$ cat src/inc/twm_regs.vh
/*
 * Register map, field positions, reset values and output-action codes for the
 * timer waveform-mode control block.
 * Assumes an 8-bit register port with one-cycle read latency.
 */
`ifndef TWM_REGS_VH
`define TWM_REGS_VH

// ----------------------------------------------------------------------------
// Register addresses
// ----------------------------------------------------------------------------
`define TWM_ADDR_CTRL_A     8'h80
`define TWM_ADDR_CTRL_B     8'h81
`define TWM_ADDR_CMP_A_LO   8'h88
`define TWM_ADDR_CMP_A_HI   8'h89
`define TWM_ADDR_CMP_B_LO   8'h8A
`define TWM_ADDR_CMP_B_HI   8'h8B
`define TWM_ADDR_CAP_LO     8'h86
`define TWM_ADDR_CAP_HI     8'h87
`define TWM_ADDR_CNT_LO     8'h84
`define TWM_ADDR_CNT_HI     8'h85
`define TWM_ADDR_IRQ_STAT   8'h90
`define TWM_ADDR_IRQ_EN     8'h91
`define TWM_ADDR_IRQ_CLR    8'h92

// ----------------------------------------------------------------------------
// Field positions and masks
// ----------------------------------------------------------------------------
`define TWM_CA_ACT_A_HI     7
`define TWM_CA_ACT_A_LO     6
`define TWM_CA_ACT_B_HI     5
`define TWM_CA_ACT_B_LO     4
`define TWM_CA_WRITE_MASK   8'hF3
`define TWM_CB_MODE_HI      4
`define TWM_CB_MODE_LO      3
`define TWM_CB_WRITE_MASK   8'h18
`define TWM_IRQ_MASK        8'h07
`define TWM_IRQ_OVF         0
`define TWM_IRQ_MATCH_A     1
`define TWM_IRQ_MATCH_B     2
`define TWM_CTRL_RESET      8'h00

// ----------------------------------------------------------------------------
// Counter limits and output-action codes
// ----------------------------------------------------------------------------
`define TWM_MAX             16'hFFFF
`define TWM_BOTTOM          16'h0000
`define TWM_TOP_8BIT        16'h00FF
`define TWM_TOP_9BIT        16'h01FF
`define TWM_TOP_10BIT       16'h03FF
`define TWM_ACT_OFF         2'h0
`define TWM_ACT_TOGGLE      2'h1
`define TWM_ACT_CLEAR       2'h2
`define TWM_ACT_SET         2'h3

`endif

$ cat src/verilog/twm_timer_wave_mode.v
/*
 * Waveform-mode and compare-output control for a 16-bit timer/counter
 * with two compare channels. Holds control, compare, capture and count
 * registers, runs the counter on the I/O clock gated by a tick enable,
 * and drives the two waveform pins plus their override enables.
 * Assumes a single clock, a tick input already in this clock's domain,
 * and port-pin logic that applies the direction bit outside.
 */
// Added by the designer: the plain strobed port.
`timescale 1ns/1ps
`default_nettype none
`include "twm_regs.vh"

// Contract
// - Count on I/O clock, tick is enable
// - Nonzero action field overrides channel pin; code blocks PWM toggle codes except A in 14/15, 9/11
// - Action 00 disconnects output in all modes
// - Non-PWM: toggle, clear, set on match
// - Fast PWM: non-inverting and inverting at BOTTOM
// - Fast PWM toggle A only modes 14/15
// - Fast PWM compare equals TOP acts at TOP
// - Dual-slope: clear up, set down (inverted opposite)
// - Dual-slope toggle A only modes 9/11
// - Mode from control A low bits plus B
// - Modes 0,4,12: immediate update, flag at MAX
// - Phase-correct: update at TOP, flag at BOTTOM
// - Fast PWM: update at BOTTOM, flag at TOP
// - Modes 8/9: update and flag at BOTTOM
// - BOTTOM events mirror TOP timing
// - High mode bits in control B 4:3
// - Dual-slope compare BOTTOM low, TOP high
module twm_timer_wave_mode
(
    input  wire        clk,               // I/O clock, 25 MHz
    input  wire        arst_n,            // Asynchronous reset, active low
    input  wire        timer_tick_enable, // Selected timer tick, same domain
    input  wire [7:0]  reg_addr,          // Register address
    input  wire [7:0]  reg_wdata,         // Register write data
    input  wire        reg_wr,            // Write strobe
    input  wire        reg_rd,            // Read strobe
    output reg  [7:0]  reg_rdata,         // Read data, cycle after strobe
    output reg         wave_out_a,        // Channel A waveform level
    output reg         wave_out_b,        // Channel B waveform level
    output wire        wave_oe_a,         // Channel A overrides port pin
    output wire        wave_oe_b,         // Channel B overrides port pin
    output wire        irq                // Level interrupt
);

    // ------------------------------------------------------------------------
    // Mode codes
    // ------------------------------------------------------------------------
    localparam [3:0] M_NORMAL = 4'h0;
    localparam [3:0] M_PC8    = 4'h1;
    localparam [3:0] M_PC9    = 4'h2;
    localparam [3:0] M_PC10   = 4'h3;
    localparam [3:0] M_CTC_A  = 4'h4;
    localparam [3:0] M_FP8    = 4'h5;
    localparam [3:0] M_FP9    = 4'h6;
    localparam [3:0] M_FP10   = 4'h7;
    localparam [3:0] M_PFC_C  = 4'h8;
    localparam [3:0] M_PFC_A  = 4'h9;
    localparam [3:0] M_PC_C   = 4'hA;
    localparam [3:0] M_PC_A   = 4'hB;
    localparam [3:0] M_CTC_C  = 4'hC;
    localparam [3:0] M_FP_C   = 4'hE;
    localparam [3:0] M_FP_A   = 4'hF;

    // ------------------------------------------------------------------------
    // Registers
    // ------------------------------------------------------------------------
    reg  [7:0]  ctrl_a_r;       // Output actions and low mode bits
    reg  [1:0]  mode_hi_r;      // High mode bits
    reg  [15:0] cmp_buf_a_r;    // Software-written compare A buffer
    reg  [15:0] cmp_buf_b_r;    // Software-written compare B buffer
    reg  [15:0] cmp_a_r;        // Active compare A
    reg  [15:0] cmp_b_r;        // Active compare B
    reg  [15:0] cap_r;          // Capture value, software written here
    reg  [15:0] cnt_r;          // Count value
    reg         down_r;         // Dual-slope direction, 1 = counting down
    reg  [2:0]  irq_stat_r;     // Sticky event bits
    reg  [2:0]  irq_en_r;       // Event enables
    reg  [15:0] cnt_nxt;        // Next count
    reg         down_nxt;       // Next direction
    reg  [15:0] top;            // Current TOP
    reg  [1:0]  kind;           // 0 non-PWM, 1 fast, 2 dual-slope
    reg         upd_now;        // Compare buffers load this tick
    reg         ovf_now;        // Overflow flag sets this tick

    wire [1:0]  act_a;          // Channel A output action
    wire [1:0]  act_b;          // Channel B output action
    wire [3:0]  wave_mode_sel;  // Combined waveform mode
    wire        at_top;         // Counter sits at TOP
    wire        at_bot;         // Counter sits at BOTTOM
    wire        match_a;        // Compare A equality
    wire        match_b;        // Compare B equality
    wire        cnt_wr;         // Software write to count blocks match

    assign act_a = ctrl_a_r[`TWM_CA_ACT_A_HI:`TWM_CA_ACT_A_LO];
    assign act_b = ctrl_a_r[`TWM_CA_ACT_B_HI:`TWM_CA_ACT_B_LO];
    assign wave_mode_sel = {mode_hi_r, ctrl_a_r[1:0]};
    assign at_top  = (cnt_r == top);
    assign at_bot  = (cnt_r == `TWM_BOTTOM);
    assign match_a = (cnt_r == cmp_a_r);
    assign match_b = (cnt_r == cmp_b_r);
    assign cnt_wr  = reg_wr && ((reg_addr == `TWM_ADDR_CNT_LO) || (reg_addr == `TWM_ADDR_CNT_HI));

    // ------------------------------------------------------------------------
    // Pin override: any nonzero action field takes over the pin, except toggle codes that PWM kinds block
    // ------------------------------------------------------------------------
    // Toggle code in PWM kinds only reaches channel A in modes 14/15 (fast PWM)
    // and 9/11 (dual-slope); everything else stays on the port.
    assign wave_oe_a = (act_a != `TWM_ACT_OFF) &&
                       !((act_a == `TWM_ACT_TOGGLE) &&
                         (((kind == 2'd1) && (wave_mode_sel != M_FP_C) && (wave_mode_sel != M_FP_A)) ||
                          ((kind == 2'd2) && (wave_mode_sel != M_PFC_A) && (wave_mode_sel != M_PC_A))));
    assign wave_oe_b = (act_b != `TWM_ACT_OFF) &&
                       !((act_b == `TWM_ACT_TOGGLE) && (kind != 2'd0));
    // Direction bit is applied by the port logic outside this block

    // ------------------------------------------------------------------------
    // Mode decode: TOP, waveform kind, update and flag points
    // ------------------------------------------------------------------------
    always @*
    begin
        top     = `TWM_MAX;
        kind    = 2'd0;
        upd_now = 1'b0;
        ovf_now = 1'b0;
        case (wave_mode_sel)
            M_NORMAL:
            begin
                ovf_now = (cnt_r == `TWM_MAX);
            end
            M_CTC_A, M_CTC_C:
            begin
                top     = (wave_mode_sel == M_CTC_A) ? cmp_a_r : cap_r;
                ovf_now = (cnt_r == `TWM_MAX);
            end
            M_PC8, M_PC9, M_PC10, M_PC_C, M_PC_A:
            begin
                case (wave_mode_sel)
                    M_PC8:   top = `TWM_TOP_8BIT;
                    M_PC9:   top = `TWM_TOP_9BIT;
                    M_PC10:  top = `TWM_TOP_10BIT;
                    M_PC_C:  top = cap_r;
                    default: top = cmp_a_r;
                endcase
                kind    = 2'd2;
                upd_now = at_top;
                ovf_now = at_bot && down_r;
            end
            M_FP8, M_FP9, M_FP10, M_FP_C, M_FP_A:
            begin
                case (wave_mode_sel)
                    M_FP8:   top = `TWM_TOP_8BIT;
                    M_FP9:   top = `TWM_TOP_9BIT;
                    M_FP10:  top = `TWM_TOP_10BIT;
                    M_FP_C:  top = cap_r;
                    default: top = cmp_a_r;
                endcase
                kind    = 2'd1;
                upd_now = at_bot;
                ovf_now = at_top;
            end
            M_PFC_C, M_PFC_A:
            begin
                top     = (wave_mode_sel == M_PFC_C) ? cap_r : cmp_a_r;
                kind    = 2'd2;
                upd_now = at_bot;
                ovf_now = at_bot && down_r;
            end
            default:                                              // Mode 13 reserved: counter idles
            begin
                top     = `TWM_MAX;
            end
        endcase
    end

    // ------------------------------------------------------------------------
    // Next count and direction
    // ------------------------------------------------------------------------
    always @*
    begin
        cnt_nxt  = cnt_r + 16'h0001;
        down_nxt = down_r;
        if (kind == 2'd2)
        begin
            // Dual slope turns at TOP and at BOTTOM, each held one tick
            if (at_top)
            begin
                down_nxt = 1'b1;
                cnt_nxt  = cnt_r - 16'h0001;
            end
            else if (at_bot)
            begin
                down_nxt = 1'b0;
                cnt_nxt  = cnt_r + 16'h0001;
            end
            else if (down_r)
            begin
                cnt_nxt  = cnt_r - 16'h0001;
            end
        end
        else if (at_top)
        begin
            cnt_nxt  = `TWM_BOTTOM;
        end
        if (wave_mode_sel == 4'hD)
        begin
            cnt_nxt  = cnt_r;
        end
    end

    // ------------------------------------------------------------------------
    // Counter, compare update and waveform outputs
    // ------------------------------------------------------------------------
    // Count and outputs advance only on the tick, never on a derived clock; count writes and non-PWM compare loads act in any cycle.
    always @(posedge clk or negedge arst_n)
    begin
        if (!arst_n)
        begin
            cnt_r      <= 16'h0000;
            down_r     <= 1'b0;
            cmp_a_r    <= 16'h0000;
            cmp_b_r    <= 16'h0000;
            wave_out_a <= 1'b0;
            wave_out_b <= 1'b0;
        end
        else
        begin
            if (kind == 2'd0)
            begin
                // Non-PWM loads compare values at once
                cmp_a_r <= cmp_buf_a_r;
                cmp_b_r <= cmp_buf_b_r;
            end
            if (cnt_wr)
            begin
                cnt_r <= (reg_addr == `TWM_ADDR_CNT_LO) ? {cnt_r[15:8], reg_wdata}
                                                        : {reg_wdata, cnt_r[7:0]};
            end
            else if (timer_tick_enable)
            begin
                cnt_r  <= cnt_nxt;
                down_r <= down_nxt;
                if (upd_now)
                begin
                    cmp_a_r <= cmp_buf_a_r;
                    cmp_b_r <= cmp_buf_b_r;
                end
                wave_out_a <= wave_step(wave_out_a, act_a, match_a, 1'b1);
                wave_out_b <= wave_step(wave_out_b, act_b, match_b, 1'b0);
            end
        end
    end

    // One tick of the per-channel output action
    function wave_step;
        input       cur;
        input [1:0] act;
        input       mat;
        input       is_a;
        reg         nv;
        begin
            nv = cur;
            case (kind)
                2'd0:
                begin
                    if (mat)
                    begin
                        case (act)
                            `TWM_ACT_TOGGLE: nv = !cur;
                            `TWM_ACT_CLEAR:  nv = 1'b0;
                            `TWM_ACT_SET:    nv = 1'b1;
                            default:         nv = cur;
                        endcase
                    end
                end
                2'd1:
                begin
                    if (act[1])
                    begin
                        // Match at TOP is kept; the action lands at TOP
                        if (mat && !at_top)
                            nv = act[0];
                        else if (at_top && mat)
                            nv = act[0];
                        else if (at_bot)
                            nv = !act[0];
                    end
                    else if (act[0] && is_a && mat)
                        nv = !cur;
                end
                2'd2:
                begin
                    if (act[1])
                    begin
                        // Clear action: compare at BOTTOM never lifts, at TOP never drops
                        if (mat)
                            nv = (at_top || (down_r && !at_bot)) ? !act[0]
                                                                 : act[0];
                    end
                    else if (act[0] && is_a && mat)
                        nv = !cur;
                end
                default:
                begin
                    nv = cur;
                end
            endcase
            wave_step = nv;
        end
    endfunction

    // ------------------------------------------------------------------------
    // Register writes and sticky events
    // ------------------------------------------------------------------------
    always @(posedge clk or negedge arst_n)
    begin
        if (!arst_n)
        begin
            ctrl_a_r    <= `TWM_CTRL_RESET;
            mode_hi_r   <= 2'h0;
            cmp_buf_a_r <= 16'h0000;
            cmp_buf_b_r <= 16'h0000;
            cap_r       <= 16'h0000;
            irq_stat_r  <= 3'h0;
            irq_en_r    <= 3'h0;
        end
        else
        begin
            if (reg_wr)
            begin
                case (reg_addr)
                    `TWM_ADDR_CTRL_A:   ctrl_a_r <= reg_wdata & `TWM_CA_WRITE_MASK;
                    `TWM_ADDR_CTRL_B:   mode_hi_r <= reg_wdata[`TWM_CB_MODE_HI:`TWM_CB_MODE_LO];
                    `TWM_ADDR_CMP_A_LO: cmp_buf_a_r[7:0]  <= reg_wdata;
                    `TWM_ADDR_CMP_A_HI: cmp_buf_a_r[15:8] <= reg_wdata;
                    `TWM_ADDR_CMP_B_LO: cmp_buf_b_r[7:0]  <= reg_wdata;
                    `TWM_ADDR_CMP_B_HI: cmp_buf_b_r[15:8] <= reg_wdata;
                    `TWM_ADDR_CAP_LO:   cap_r[7:0]  <= reg_wdata;
                    `TWM_ADDR_CAP_HI:   cap_r[15:8] <= reg_wdata;
                    `TWM_ADDR_IRQ_EN:   irq_en_r <= reg_wdata[2:0];
                    default:            irq_en_r <= irq_en_r;
                endcase
            end
            // Clear first, then set, so a same-cycle event is kept
            if (reg_wr && (reg_addr == `TWM_ADDR_IRQ_CLR))
                irq_stat_r <= (irq_stat_r & ~reg_wdata[2:0]) | ev_set(1'b0);
            else
                irq_stat_r <= irq_stat_r | ev_set(1'b0);
        end
    end

    // Events of this tick; matches are blocked on a count write
    function [2:0] ev_set;
        input dummy_unused;
        begin
            ev_set = 3'h0;
            if (timer_tick_enable && !cnt_wr)
            begin
                ev_set[`TWM_IRQ_OVF]     = ovf_now;
                ev_set[`TWM_IRQ_MATCH_A] = match_a;
                ev_set[`TWM_IRQ_MATCH_B] = match_b;
            end
        end
    endfunction

    assign irq = |(irq_stat_r & irq_en_r);

    // ------------------------------------------------------------------------
    // Read data, one cycle after the strobe
    // ------------------------------------------------------------------------
    always @(posedge clk or negedge arst_n)
    begin
        if (!arst_n)
            reg_rdata <= 8'h00;
        else if (reg_rd)
        begin
            case (reg_addr)
                `TWM_ADDR_CTRL_A:   reg_rdata <= ctrl_a_r;
                `TWM_ADDR_CTRL_B:   reg_rdata <= {3'h0, mode_hi_r, 3'h0};
                `TWM_ADDR_CMP_A_LO: reg_rdata <= cmp_buf_a_r[7:0];
                `TWM_ADDR_CMP_A_HI: reg_rdata <= cmp_buf_a_r[15:8];
                `TWM_ADDR_CMP_B_LO: reg_rdata <= cmp_buf_b_r[7:0];
                `TWM_ADDR_CMP_B_HI: reg_rdata <= cmp_buf_b_r[15:8];
                `TWM_ADDR_CAP_LO:   reg_rdata <= cap_r[7:0];
                `TWM_ADDR_CAP_HI:   reg_rdata <= cap_r[15:8];
                `TWM_ADDR_CNT_LO:   reg_rdata <= cnt_r[7:0];
                `TWM_ADDR_CNT_HI:   reg_rdata <= cnt_r[15:8];
                `TWM_ADDR_IRQ_STAT: reg_rdata <= {5'h00, irq_stat_r};
                `TWM_ADDR_IRQ_EN:   reg_rdata <= {5'h00, irq_en_r};
                default:            reg_rdata <= 8'h00;
            endcase
        end
        else
            reg_rdata <= 8'h00;
    end

endmodule // twm_timer_wave_mode
`default_nettype wire

$ cat config.mk
export PLATFORM = sky130hd
export DESIGN_NAME = twm_timer_wave_mode
export DESIGN_NICKNAME = d
export VERILOG_FILES = /design/src/verilog/twm_timer_wave_mode.v
export VERILOG_INCLUDE_DIRS = /design/src /design/src/inc
export SDC_FILE = /design/constraint.sdc
export NUM_CORES = 1
export LEC_CHECK = 0
export ABC_CLOCK_PERIOD_IN_PS = 3300
export CAP_MARGIN = 30
export CORE_ASPECT_RATIO = 1.1
export CORE_MARGIN = 8
export CORE_UTILIZATION = 45
export DETAILED_ROUTE_END_ITERATION = 10
export DONT_BUFFER_PORTS = 1
export GPL_ROUTABILITY_DRIVEN = 0
export PLACE_DENSITY_LB_ADDON = 0.05
export SETUP_SLACK_MARGIN = 0.4
export SLEW_MARGIN = 20
export SYNTH_ARGS = -nofsm -noshare
export SYNTH_HDL_FRONTEND = slang
export SYNTH_SLANG_ARGS = --single-unit
$ cat constraint.sdc
create_clock -name clk -period 3.3 [get_ports clk]
set_input_delay 0.33 -clock clk [delete_from_list [all_inputs] [get_ports clk]]
set_output_delay 0.33 -clock clk [all_outputs]
set_load 0.02 [all_outputs]
# Yosys cells after proc, flatten, opt, wreduce, memory -nomap -nowiden
# Index checks and enable logic that the tools add are counted.
# W data, S select, Z words.
# classes
add_sub_neg,2
eq_ne,57
n_mux,54
bitwise,6
reduce_logical,61
# op_table
operator,count
$mux W16,19
$pmux W16 S4,3
$eq A8 B8 Y1 const B,13
$pmux W8 S12,1
$eq A16 B16 Y1,3
$eq A4 B4 Y1 const B,8
$mux W1,19
$logic_and A1 B1 Y1,18
$reduce_and A2 Y1,9
$add A16 B1 Y16 const B,1
$eq A16 B16 Y1 const B,1
$eq A4 B3 Y1 const B,4
$logic_not A16 Y1,1
$ne A4 B4 Y1 const B,4
$sub A16 B1 Y16 const B,1
$pmux W1 S3,5
$ne A2 B2 Y1 const B,7
$reduce_or A7 Y1,2
$mux W3,4
$ne A4 B2 Y1 const B,3
$eq A2 B2 Y1 const B,5
$reduce_bool A2 Y1,5
$reduce_or A5 Y1,2
$logic_not A1 Y1,9
23 further kinds,33
# word_totals
reg_bits,121
input_bits,21
output_inout_bits,13
elab_cells,198

# Logic depth before layout (Yosys ltp)
# depth
depth_word,10
mapped_depth,13
ltp_nobuf,11

# Worst setup path before layout
# No wires, ideal clock.
# synth_timing
path_type,register to register
from,register cnt_r[0]
to,register cmp_a_r[0]
setup_time_ns,0.125
arrival_time_ns,3.309
t_required_ns,3.175
slack_ns,-0.134
stages_incl_launch_ff,14
n_path_buf,3
synth_period_minus_slack_ns,3.434
path_cell_list,dfrtp_1 clkbuf_1 inv_1 ha_1 or3b_4 or3_4 or3_1 clkbuf_2 or3_1 a21oi_2 nor3b_2 a211o_4 buf_12 mux2_4
# synth_between
elab_chain_len,5
word_cells_on_any_way,6
classes_between,eq/ne (1); mux (4); reduce/logical (1)
# synth_rtl
item,line_no,source
start: declaration,twm_timer_wave_mode.v:78,reg [15:0] cnt_r;
start signal: assignment,twm_timer_wave_mode.v:239,"cnt_r <= (reg_addr == `TWM_ADDR_CNT_LO) ? {cnt_r[15:8], reg_wdata}"
start signal: assignment,twm_timer_wave_mode.v:244,cnt_r <= cnt_nxt;
$eq A16 B16 Y1 / $logic_not A16 Y1 (equally long branches),n/a,
$pmux W1 S2 (*),twm_timer_wave_mode.v:129,case (wave_mode_sel)
$mux W16 (*),twm_timer_wave_mode.v:246,if (upd_now)
$mux W16 (*),twm_timer_wave_mode.v:242,else if (timer_tick_enable)
$mux W16 (*),twm_timer_wave_mode.v:237,if (cnt_wr)
end signal: assignment,twm_timer_wave_mode.v:234,cmp_a_r <= cmp_buf_a_r;
end signal: assignment,twm_timer_wave_mode.v:248,cmp_a_r <= cmp_buf_a_r;
end: declaration,twm_timer_wave_mode.v:75,reg [15:0] cmp_a_r;
# Every way passes the cells marked *; elsewhere a longest branch is shown, timed or not.
# A chain may end at the register's enable or synchronous reset.

# Worst setup path after layout
# layout_timing
from,register cnt_r[0]
to,register cmp_a_r[10]
# Same word-level chain as after synthesis.

==> key figures <==
Status
  – Status: finished, violations left
  – Failing checks: hold timing

Power and ir drop
  – Net Sw Frac: 31.71%
  – Combinational share of power: 25.8%
  – Worst vdd rail ir drop: 0.0003738 V
  – PwrDens: about 510 nW/um^2
  – Switching power: about 0.0015 W
  – Clock group share of total power: 38.1%
  – Total power: 0.004866 W
  – Sequential power share: 36.1%
  – Leakage power: 4.338 nW
  – Int Power: 0.003323 W

Timing
  – RSZ-0062 raised after global routing: yes
  – Max Slew Vio Count: 0
  – Setup Skew: 0.006964 ns
  – Normalized max-slew margin: 34.76%
  – Fmax: 0.3060 GHz
  – Final Critical Period: 3.268 ns
  – Worst Max-Slew Pin Slew: 0.9755 ns
  – Setup tns final: 0 ns
  – Final Setup Violations: 0
  – Hold WS: -0.3938 ns
  – Final Cycle Share: 99.02%
  – Final hold viol count: 121

Final layout
  – Commonest non-fill, non-tap cell in the layout: dfrtp_1
  – Non-Filler Instances: 1079
  – N_diodes: 0
  – Nets: between 800 and 900
  – Share of cells above drive strength 1: 32.78%
  – Layout area overhead: 21.24%
  – Leading cell types in the layout, fill and taps excluded: 118 x dfrtp_1, 72 x buf_4, 61 x mux2_2

CTS
  – CTS buffer count: 17
  – Clock slew at reported path FFs: 0.06 ns
  – Num Clock Sinks: 121
  – Clk_lat worst skew: between 0.4 and 0.5 ns
  – CTS H-Tree Depth: 4
  – Clock root cell: clkbuf_16
  – CTS tree: done
  – Clock tree buffer depth: 2

Critical path
  – Crit path launch type: register
  – Max incr delay on CP: 0.41 ns
  – CP Capture Type: register
  – Critical R2R Launch: cnt_r[0]
  – Crit path DAT: 3.57 ns
  – Buf/Inv on CP: 3
  – Crit Path Max Fanout: 4
  – R2r setup slk: 0.03 ns
  – Crit Path Category: reg2reg
  – Crit-path leading delay family: simple AND/OR/NAND/NOR gates
  – Slowest CP cell: dfrtp_1
  – Top cell by count, worst path: or3_4
  – Worst r2r dst: cmp_a_r[10]
  – Worst-path cell chain: clkinv_4, ha_4, or3b_4, or3_4, or3_4, or3_4, a21oi_2, nor3b_2, a211o_4, buf_12, clkbuf_16, mux2_4
  – Worst path required time: around 3.6 ns
  – Register-to-Register Path Depth: 12

Min path
  – Hold WC Path Type: in2async

Yosys
  – Synth Cell Area: 7795 um^2
  – Mean Syn Cell Area: slightly below 10 um^2
  – Synth cell types: 76
  – Post-synth ARST share: between 90% and 100%
  – Main synth FF type: dfrtp_1
  – Synth Register Bits: approximately 120
  – Warnings from Yosys: 0
  – Seq/Total Area, Yosys: 38.84%
  – EDFF count, synth: 0
  – Syn nets: 813
  – Mapped Cells: between 700 and 800

Detailed routing
  – Met1 wire length: 11.42 mm
  – Post-route DRC: 0
  – Met2 WL: 13.23 mm
  – Starting DRT DRC Count: between 700 and 800
  – First-pass detailed-route iteration total: 6
  – Vias/cell: 6.532
  – Final ANT Viol Nets: 0
  – Met3 WL: 2.468 mm
  – Total number of vias: 7048
  – Drt wl/cell: 26.14 um
  – Total Wirelength: approximately 28 mm
  – Highest metal used: met4

Floorplanning
  – Die area: 21790 um^2
  – Die height: 154.0 um
  – Core area: 17020 um^2
  – Initial core utilization: about 46%
  – I/O pins: 34
  – Row count: 50
  – Width of the die: 141.5 um

GRT
  – Initial antenna violation count: 0
  – First-pass GRT wire length: 42.58 mm
  – Number of global-route vias before repair: 6910
  – Grt ovf: 0
  – GRT Overall Usage: 25.91%
  – Largest net degree at the start of global routing: 122

Placement
  – Cell total after placement: 1015
  – IO buf count: 0
  – Detailed Place HPWL: 19.65 mm

Flow run
  – Max-Cap Viols: 0
-- how the worst max path moves through the flow --
stage / startpoint / to / cells past startpoint
finish: cnt_r[0] / cmp_a_r[10] / 12
detailed placement: cnt_r[0] / cmp_b_r[9] / 11
global route: cnt_r[0] / cmp_a_r[2] / 12
global placement: cnt_r[0] / cmp_b_r[8] / 11
CTS: cnt_r[0] / cmp_a_r[1] / 12
floorplan: cnt_r[0] / cmp_a_r[0] / 13
-- synth_stat cells (all sizes together), types with 8 or more instances --
| library cell | count | area, um^2 |
|---|---|---|
| dfrtp | 121 | 3028 |
| mux2 | 93 | 1160 |
| nand2 | 60 | 225.2 |
| nor2 | 44 | 165.2 |
| clkbuf | 40 | 151.4 |
| a21oi | 28 | 147.6 |
| inv | 27 | 101.4 |
| o21ai | 27 | 135.1 |
| buf | 23 | 161.4 |
| or3 | 21 | 136.4 |
| o31ai | 20 | 150.1 |
| xor2 | 20 | 175.2 |
| a222oi | 19 | 190.2 |
| nand3 | 19 | 95.09 |
| nor3 | 16 | 80.08 |
| nand2b | 15 | 93.84 |
| xnor2 | 15 | 131.4 |
| nor4 | 13 | 96.34 |
| a221oi | 12 | 105.1 |
| a31oi | 11 | 68.82 |
| a22oi | 10 | 75.07 |
| nor2b | 8 | 50.05 |
-- layer usage --
layer,vias to the layer above,global-route usage (%)
met1,3528,32.45
li1,3054,-
met4,0,12.54
met5,-,0
met3,72,6.101
met2,394,41.29
-- kinds of logic (layout without fill, tap and decap cells) --
logic type / after synthesis / in the layout / share of synthesized area (%)
compound gates: 202 / 202 / 19.57
xor+xnor: 35 / 35 / 3.933
fa+ha+maj: 7 / 7 / 1.124
buf+inv: 90 / 150 / 5.313
flops: 121 / 121 / 38.84
mux: 98 / 98 / 15.52
simple gates: 232 / 232 / 15.70
-- what timing repair did --
action	4_1_cts	5_1_grt
endpoints found under the hold margin	121	121
pin swaps	21	18
cloned	1	1
setup endpoints to repair	48	52
gates resized for setup	38	26
buffers inserted	25	5
-- power by group through the flow --
stage          Sequential, W  Clock, W  Combinational (W)
5_1_grt              0.00177   0.00194            0.00134
2_1_floorplan        0.00170         0           0.000838
6_report             0.00176   0.00186            0.00125
3_3_place_gp         0.00177         0            0.00107
4_1_cts              0.00175   0.00188            0.00118
3_5_place_dp         0.00177         0            0.00109
-- metrics by stage --
step	utilization [%]	setup WS [ns]	cell area [um^2]
after floorplan	-	0.01921	7856
after global routing	55.54	-0.02621	9450
after CTS	54.50	0.04860	9274
after global placement	48.74	0.08204	8294
after detailed placement	48.74	0.0002327	8294
final	55.54	0.03220	9450
-- state kept, by name, summed over array words and instances (netlist names), 6 cells and up --
signal / count
cmp_buf_b_r: 16
cmp_a_r: 16
ctrl_a_r: 6
cnt_r: 16
cmp_b_r: 16
cmp_buf_a_r: 16
cap_r: 16
reg_rdata: 8
-- area by class of cell --
class                      instances  area, um^2
fill                            1546        7566
multi-input combinational        574        4597
tap                              234       292.8
inverter                          27       112.6
timing repair buffer              91       837.1
clock inverter                    12       122.6
sequential                       121        3032
clock buffer                      20       456.7
No activity file was read; power rests on OpenSTA's default activity.
